===== src/data_arith_unit_sat_sub_pkg.sv =====
// Constants and types for the saturate and subtract datapath slice
package data_arith_unit_sat_sub_pkg;
  localparam int DW = 40;
  localparam int HIGH_LSB = 16;
  localparam int EXT_MSB = 39;
  localparam int EXT_LSB = 32;
  localparam int SIGN32 = 31;
  localparam logic [39:0] FRAC_POS = 40'h007FFF0000;
  localparam logic [39:0] NEG_CLAMP = 40'hFF80000000;
  localparam logic [39:0] LONG_POS = 40'h007FFFFFFF;
  localparam logic [39:0] LOW_MASK = 40'hFFFFFF0000;
  localparam logic [39:0] ZERO40 = 40'h0000000000;
  localparam logic [2:0] REG_INIT = 3'h0;
  // Scaling mode encodings in status_word bits 5:4
  localparam logic [1:0] SCALE_NONE = 2'h0;
  localparam logic [1:0] SCALE_DOWN = 2'h1;
  localparam logic [1:0] SCALE_UP = 2'h2;
  typedef enum logic [2:0] {
    OP_NONE,
    OP_SAT_FRAC,
    OP_SAT_LONG,
    OP_SUB_BORROW,
    OP_SUB_ROUND
  } op_t;
endpackage : data_arith_unit_sat_sub_pkg


===== src/data_arith_unit_sat_sub.sv =====
// Saturate, subtract-with-borrow and subtract-round datapath slice
//
// What this block does
// RQ1: Frac saturate, no overflow: copy, zero low_portion
// RQ2: Frac saturate overflow: clamp 007FFF0000 or FF80000000
// RQ3: Long saturate, no overflow: value unchanged
// RQ4: Long saturate overflow: clamp 007FFFFFFF or FF80000000
// RQ5: Saturate ops ignore saturation_mode bit
// RQ6: Saturates clear limit_tag; overflow flag only on clamp
// RQ7: Borrow subtract: second minus first minus carry
// RQ8: Pair field 00..11 selects D0D1 to D6D7
// RQ9: Carry becomes borrow out of subtraction
// RQ10: Carry meaningful only with sign-extended destination
// RQ11: Borrow subtract flags overflow beyond 40 bits
// RQ12: Limit tag uses scaling bits status_word[5:4]
// RQ13: Subtract then round high_portion, zero bits below the result LSB unless clamped
// RQ14: round_select bit picks method; scaling moves point
// RQ15: Round overflow flag: 40-bit overflow or clamp
// RQ16: Round limit_tag computed if unsaturated, else cleared
// RQ17: Scale-up limit tag tracks overflow from bit 30
// RQ18: Saturation mode clamps round result to 32 bits
// RQ19: Convergent when round_select clear, else two's complement
// RQ20: Single cycle; flags visible to next set
`timescale 1ns/1ps
module data_arith_unit_sat_sub (
  // Clock and reset
  input  wire logic                   clk,
  input  wire logic                   nrst,
  // Instruction from the decoder
  input  wire logic                   opValid,
  input  wire data_arith_unit_sat_sub_pkg::op_t  opCode,
  input  wire logic [1:0]             pairSel,
  input  wire logic [2:0]             srcSel,
  input  wire logic [2:0]             dstSel,
  // Register file reads
  input  wire logic [39:0]            srcData,
  input  wire logic [39:0]            dstData,
  input  wire logic [39:0]            pairFirst,
  input  wire logic [39:0]            pairSecond,
  // Status word inputs
  input  wire logic                   saturationMode,
  input  wire logic                   roundSelect,
  input  wire logic [1:0]             scaleMode,
  input  wire logic                   carryIn,
  // Register file write-back
  output logic                        wrEn,
  output logic [2:0]                  wrIdx,
  output logic [39:0]                 wrData,
  output logic                        limitTag,
  // Read index for the pair
  output logic [2:0]                  pairFirstIdx,
  output logic [2:0]                  pairSecondIdx,
  // Flags
  output logic                        carryOut,
  output logic                        carryWr,
  output logic                        dataOverflowFlag
);
  import data_arith_unit_sat_sub_pkg::*;

  // ----------------------------------------------------------------
  // Helpers
  // ----------------------------------------------------------------
  // True when bits 39..31 are not all equal
  function automatic logic ovf32(input logic [39:0] v);
    ovf32 = !((&v[EXT_MSB:SIGN32]) || !(|v[EXT_MSB:SIGN32]));
  endfunction : ovf32

  // Limit tag from 41-bit true result according to scaling
  function automatic logic limitOf(input logic [40:0] r, input logic [1:0] s);
    logic [40:0] t;
    t = r;
    case (s)
      SCALE_DOWN: limitOf = !((&t[40:32]) || !(|t[40:32]));
      SCALE_UP:   limitOf = !((&t[40:30]) || !(|t[40:30]));
      default:    limitOf = !((&t[40:31]) || !(|t[40:31]));
    endcase
  endfunction : limitOf

  // ----------------------------------------------------------------
  // Reset synchroniser
  // ----------------------------------------------------------------
  logic rstMeta;
  logic rstSync;

  // Two flops release the reset
  always_ff @(posedge clk or negedge nrst) begin
    if (!nrst) begin
      rstMeta <= 1'b0;
      rstSync <= 1'b0;
    end else begin
      rstMeta <= 1'b1;
      rstSync <= rstMeta;
    end
  end

  // ----------------------------------------------------------------
  // Saturation ops
  // ----------------------------------------------------------------
  logic        srcOvf;
  logic [39:0] fracRes;
  logic [39:0] longRes;

  assign srcOvf = ovf32(srcData);
  // Clamp choice ignores saturation mode entirely  RQ5
  assign fracRes = srcOvf ? (srcData[EXT_MSB] ? NEG_CLAMP : FRAC_POS) // RQ2
                          : (srcData & LOW_MASK); // RQ1
  assign longRes = srcOvf ? (srcData[EXT_MSB] ? NEG_CLAMP : LONG_POS) // RQ4
                          : srcData; // RQ3

  // ----------------------------------------------------------------
  // Subtract with borrow
  // ----------------------------------------------------------------
  logic [40:0] sbcFull;
  logic [41:0] sbcUns;
  logic        sbcOvf;

  // Second minus first minus carry, sign extended  RQ7
  assign sbcFull = {pairSecond[39], pairSecond} - {pairFirst[39], pairFirst}
                   - {40'h0000000000, carryIn};
  // Borrow out of the unsigned 40-bit subtract  RQ9 RQ10
  assign sbcUns = {2'h0, pairSecond} - {2'h0, pairFirst} - {41'h00000000000, carryIn};
  assign sbcOvf = sbcFull[40] != sbcFull[39]; // RQ11

  // ----------------------------------------------------------------
  // Subtract and round
  // ----------------------------------------------------------------
  logic [40:0] sbrDiff;
  logic [40:0] sbrRnd;
  logic [40:0] rndBit;
  logic [40:0] keepMask;
  logic [40:0] tieMask;
  logic [40:0] lsbMask;
  logic        sbrOvf40;
  logic        sbrClamp;
  logic [39:0] sbrRes;

  assign sbrDiff = {dstData[39], dstData} - {srcData[39], srcData}; // RQ13

  // Rounding point moves with scaling  RQ14 RQ19
  always_comb begin
    case (scaleMode)
      SCALE_DOWN: begin
        rndBit  = 41'h00000010000;
        keepMask = 41'h1FFFFFE0000;
        lsbMask = 41'h00000020000;
      end
      SCALE_UP: begin
        rndBit  = 41'h00000004000;
        keepMask = 41'h1FFFFFF8000;
        lsbMask = 41'h00000008000;
      end
      default: begin
        rndBit  = 41'h00000008000;
        keepMask = 41'h1FFFFFF0000;
        lsbMask = 41'h00000010000;
      end
    endcase
    tieMask = ~keepMask;
  end

  // Convergent clears LSB on exact half; otherwise plain add  RQ19
  always_comb begin
    logic [40:0] sum;
    sum = sbrDiff + rndBit;
    if (!roundSelect && ((sbrDiff & tieMask) == rndBit)) begin
      sbrRnd = sum & keepMask & ~lsbMask;
    end else begin
      sbrRnd = sum & keepMask;
    end
  end

  assign sbrOvf40 = sbrRnd[40] != sbrRnd[39];
  assign sbrClamp = saturationMode && !((&sbrRnd[40:31]) || !(|sbrRnd[40:31]));
  // Clamp by true sign in saturation mode  RQ18
  assign sbrRes = sbrClamp ? (sbrRnd[40] ? NEG_CLAMP : LONG_POS) : sbrRnd[39:0];

  // ----------------------------------------------------------------
  // Pair index decode
  // ----------------------------------------------------------------
  // Fixed pair decode from the two-bit field  RQ8
  always_ff @(posedge clk or negedge rstSync) begin
    if (!rstSync) begin
      pairFirstIdx  <= REG_INIT;
      pairSecondIdx <= REG_INIT;
    end else begin
      pairFirstIdx  <= {pairSel, 1'b0}; // RQ8
      pairSecondIdx <= {pairSel, 1'b1}; // RQ8
    end
  end

  // ----------------------------------------------------------------
  // Write-back, limit tag and flags
  // ----------------------------------------------------------------
  // One cycle from opValid to registered result  RQ20
  always_ff @(posedge clk or negedge rstSync) begin
    if (!rstSync) begin
      wrEn     <= 1'b0;
      wrIdx    <= REG_INIT;
      wrData   <= ZERO40;
      limitTag <= 1'b0;
      carryWr  <= 1'b0;
      carryOut <= 1'b0;
      dataOverflowFlag <= 1'b0;
    end else begin
      wrEn    <= 1'b0;
      carryWr <= 1'b0;
      dataOverflowFlag <= 1'b0;
      if (opValid) begin
        case (opCode)
          OP_SAT_FRAC: begin
            wrEn     <= 1'b1;
            wrIdx    <= dstSel;
            wrData   <= fracRes;
            limitTag <= 1'b0; // RQ6
            dataOverflowFlag <= srcOvf; // RQ6
          end
          OP_SAT_LONG: begin
            wrEn     <= 1'b1;
            wrIdx    <= dstSel;
            wrData   <= longRes;
            limitTag <= 1'b0; // RQ6
            dataOverflowFlag <= srcOvf; // RQ6
          end
          OP_SUB_BORROW: begin
            wrEn     <= 1'b1;
            wrIdx    <= {pairSel, 1'b1}; // RQ7
            wrData   <= sbcFull[39:0];
            limitTag <= limitOf(sbcFull, scaleMode); // RQ12 RQ17
            carryWr  <= 1'b1;
            carryOut <= sbcUns[40]; // RQ9
            dataOverflowFlag <= sbcOvf; // RQ11
          end
          OP_SUB_ROUND: begin
            wrEn     <= 1'b1;
            wrIdx    <= dstSel;
            wrData   <= sbrRes; // RQ13
            limitTag <= saturationMode ? 1'b0 : limitOf(sbrRnd, scaleMode); // RQ16 RQ12
            dataOverflowFlag <= sbrOvf40 || sbrClamp; // RQ15
          end
          default: begin
            wrEn <= 1'b0;
          end
        endcase
      end
    end
  end
endmodule : data_arith_unit_sat_sub


===== config.mk =====
export PLATFORM = sky130hd
export DESIGN_NAME = data_arith_unit_sat_sub
export DESIGN_NICKNAME = d
export VERILOG_FILES = /design/src/data_arith_unit_sat_sub_pkg.sv /design/src/data_arith_unit_sat_sub.sv
export SDC_FILE = /design/constraint.sdc
export NUM_CORES = 1
export LEC_CHECK = 0
export ABC_AREA = 1
export BUFFER_PORTS_ARGS = -buffer_cell sky130_fd_sc_hd__buf_2
export CAP_MARGIN = 20
export CORE_MARGIN = 3
export CORE_UTILIZATION = 45
export DETAILED_ROUTE_END_ITERATION = 10
export PLACE_DENSITY = 0.64
export SLEW_MARGIN = 10
export SYNTH_ARGS = -nofsm -noshare
export SYNTH_HDL_FRONTEND = slang
export SYNTH_SLANG_ARGS = --single-unit

===== constraint.sdc =====
create_clock -name clk -period 2 [get_ports clk]
set_input_delay 0.2 -clock clk [delete_from_list [all_inputs] [get_ports clk]]
set_output_delay 0.2 -clock clk [all_outputs]
set_load 0.1 [all_outputs]

==> impl_metrics.py <==
metrics = {
    "finish": {
        "final_cells": 3185,
        "nNetsFinal": 3165,
        "drive_above_1_share_pct": 35.3,
        "synthToLayoutAreaGrowth_pct": 54.7,
    },
    "sta": {
        "min_period_ps": 3840,
        "fin_skew_ps": 5.22,
        "finalWorstSetupSlack_ps": -1840,
        "hold_viol": 0,
        "clock.fmax_mhz": 260,
        "tightest_slew_ps": 673,
        "min_period_over_period_pct": 192,
        "rsz0062_at_grt": "yes",
        "timing.hold.ws_ps": 9.38,
        "setup_viol": 43,
        "max_slew_margin_pct": 55.1,
        "slew_viol_final": 0,
    },
    "setup_path": {
        "path_max_fanout": 7,
        "cp-end-kind": "register",
        "rr_worst_depth": 3,
        "slowest_stage": "fa_2",
        "start_kind": "primary input",
        "path_class": "primary input to register",
        "cp.arrival_ps": 4050,
        "startpoint": "dstData[0]",
        "worstReg2RegStart": "wrData[20]",
        "r2r-end": "wrData[20]",
        "slowest_delay_ps": 370,
        "r2r_slack_ps": 1010,
        "crit_required_ps": 2200,
        "endpoint": "wrData[29]",
    },
    "drt": {
        "wirelength_mm": 48.1,
        "drtIter0Drc": 1281,
        "wl_per_cell_um": 15.1,
        "vias_per_cell": 5.01,
        "ant_nets": 0,
        "drt_drc_violations_left": 0,
        "first_pass_iters": 6,
        "vias": 15965,
    },
    "power_and_ir_drop": {
        "leakage_nw": 10.5,
        "p_sw_share_pct": 52.1,
        "intPower_w": 0.00513,
        "pwr-share-clk_pct": 10.8,
        "vdd_drop_max_mv": 0.582,
        "power_density_nw_per_um2": 587,
        "pwr-share-seq_pct": 13.2,
        "power.switching_w": 0.00557,
        "combPwrFrac_pct": 75.9,
    },
    "synthesis": {
        "ys_seq_area_share_pct": 11.3,
        "synth_top_family_by_area": "simple AND/OR/NAND/NOR gates",
        "synth_xor_xnor_area_share_pct": 3.73,
        "syn_inst": 2124,
        "synthMuxAreaShare_pct": 0.0957,
        "yosysUniqueCellTypes": 53,
        "yosys_warnings": 0,
        "yosys.area_share.simple_pct": 42.0,
        "syn_area_um2": 11800,
        "synthTopCellsByArea": "nand2_1 20%, inv_1 15%, ha_1 14%",
        "synthAdderAreaFrac_pct": 14.5,
        "ys_ff_latch": 53,
        "yosysMostFrequentCell": "nand2_1",
        "ys_top_cells_by_count": "639 x nand2_1, 463 x inv_1, 168 x nand3_1, 168 x nor2_1, 130 x ha_1",
        "synth_compound_area_share_pct": 12.1,
        "synth_top_area_share_pct": 20.4,
        "yosysTopAreaCell": "nand2_1",
        "ys.flop_type": "dfrtp_1",
        "async_flop_share_pct": 100,
        "synth_edf_count": 0,
        "synth_area_per_cell_um2": 5.54,
    },
    "grt": {
        "grt_pass1_wl_mm": 73.7,
        "grt_pass1_vias": 15423,
        "track_usage_pct": 32.1,
        "grt-ovfl-total": 0,
        "antenna_found_initial": 2,
        "grt_max_degree": 52,
    },
    "placement": {
        "dp_cells": 3135,
        "hpwl_mm": 39.9,
        "portBuffers": 228,
        "place_congestion": 0.942,
        "place_ws_ps": -2330,
    },
    "die": {
        "die-area_um2": 28100,
        "fp.dieH_um": 168,
        "chipWidth_um": 168,
        "num_rows": 58,
        "start_util_pct": 46.2,
        "coreArea_um2": 25500,
        "pin_count": 233,
    },
    "worst_hold_path": {
        "hp-class": "primary input to register",
    },
    "clock_tree": {
        "clock_sinks": 53,
        "clk_latency_ps": 310,
        "cts_buffer_depth": 2,
        "clk_pin_slew_worst_paths_ps": 80,
        "cts_tree": "built",
        "cts_root_buffer": "clkbuf_16",
        "htreeDepth": 2,
        "numCtsBuffers": 5,
    },
    "status": {
        "violations": "negative setup slack",
        "status": "finished, violations left",
    },
    "flow_run": {
        "max_cap_viol_count": 0,
    },
}
## through the flow
stage / total power, W / cell area [µm²] / utilization, % / TNS [ps]
after floorplan: 0.00586 / 11900 / - / -73130
after global placement: 0.00890 / 17000 / 66.6 / -87990
after detailed placement: 0.00900 / 17000 / 66.6 / -94150
after CTS: 0.0104 / 17800 / 70.0 / -68620
after global routing: 0.0114 / 18200 / 71.5 / -82460
final: 0.0107 / 18200 / 71.5 / -72480
## power by group through the flow
stage / combinational [W] / clock [W] / sequential, W
finish: 0.00812 / 0.00116 / 0.00142
detailed placement: 0.00757 / 0 / 0.00143
global placement: 0.00748 / 0 / 0.00143
floorplan: 0.00306 / 0 / 0.00281
global route: 0.00876 / 0.00119 / 0.00143
CTS: 0.00785 / 0.00115 / 0.00141
## layout make-up
type	count	area, µm²
multi-input combinational	1577	9410
fill	2258	7260
clock inverter	3	65.1
sequential	53	1330
timing repair buffer	743	5090
clock buffer	5	125
inverter	472	1780
antenna	2	5.00
tap	330	413
## cell usage in the layout, fill, tap and decap left out, types with 35 or more instances in the layout
master / instances
buf_4: 505
or2_2: 35
nand2_2: 55
nand3_2: 35
o21ai_0: 86
ha_1: 111
a21oi_1: 99
nand3_1: 133
inv_1: 450
buf_2: 226
nand2_1: 594
dfrtp_1: 52
nor2_1: 154
## state kept, by name, indices dropped and copies added, names as in the netlist
register,count
wrData,40
rstMeta,1
limitTag,1
carryWr,1
rstSync,1
dataOverflowFlag,1
carryOut,1
pairFirstIdx,1
pairSecondIdx,2
wrEn,1
wrIdx,3
## worst min path at each step
stage,to,start,slack (ps),cells past startpoint
3_5_place_dp,rstMeta,nrst,-10,1
4_1_cts,pairFirstIdx[2],pairSel[1],5,1
3_3_place_gp,rstMeta,nrst,-10,1
6_report,pairFirstIdx[2],pairSel[1],9,1
5_1_grt,pairFirstIdx[2],pairSel[1],10,1
2_1_floorplan,rstMeta,nrst,-100,0
## layer usage
| metal | up-vias | GRT usage (%) | routed length, µm |
|---|---|---|---|
| li1 | 8105 | - | - |
| met4 | 0 | 12.8 | 2240 |
| met5 | - | 0 | 0 |
| met2 | 515 | 59.5 | 23700 |
| met3 | 142 | 0.944 | 1900 |
| met1 | 7203 | 39.2 | 20300 |
## cells by family (layout without fill, tap and decap cells)
group | Yosys count | in the layout
and+or+nand+nor | 1126 | 1130
buffers and inverters | 499 | 1223
AOI/OAI and AO/OA | 261 | 261
adders and majority gates | 134 | 134
DFF | 53 | 53
xor gates and xnor gates | 48 | 48
other | 2 | 5
muxes | 1 | 1
## worst max-delay path, delay by kind of cell
kind            cells  cell delay (ps)
fa+ha+maj           5             1170
xor+xnor            2              350
simple gates       16             1630
buf+inv             8              630
compound gates      1               60
## repair_timing
| action | 4_1_cts | 5_1_grt |
|---|---|---|
| buffers inserted | 31 | 6 |
| hold buffers | 1 | 0 |
| gates cloned | 4 | 0 |
| pin swaps | 39 | 44 |
| endpoints found under the hold margin | 2 | 0 |
| resized for setup | 80 | 83 |
| setup endpoints to repair | 43 | 43 |
No activity file was read; power rests on OpenSTA's default activity.
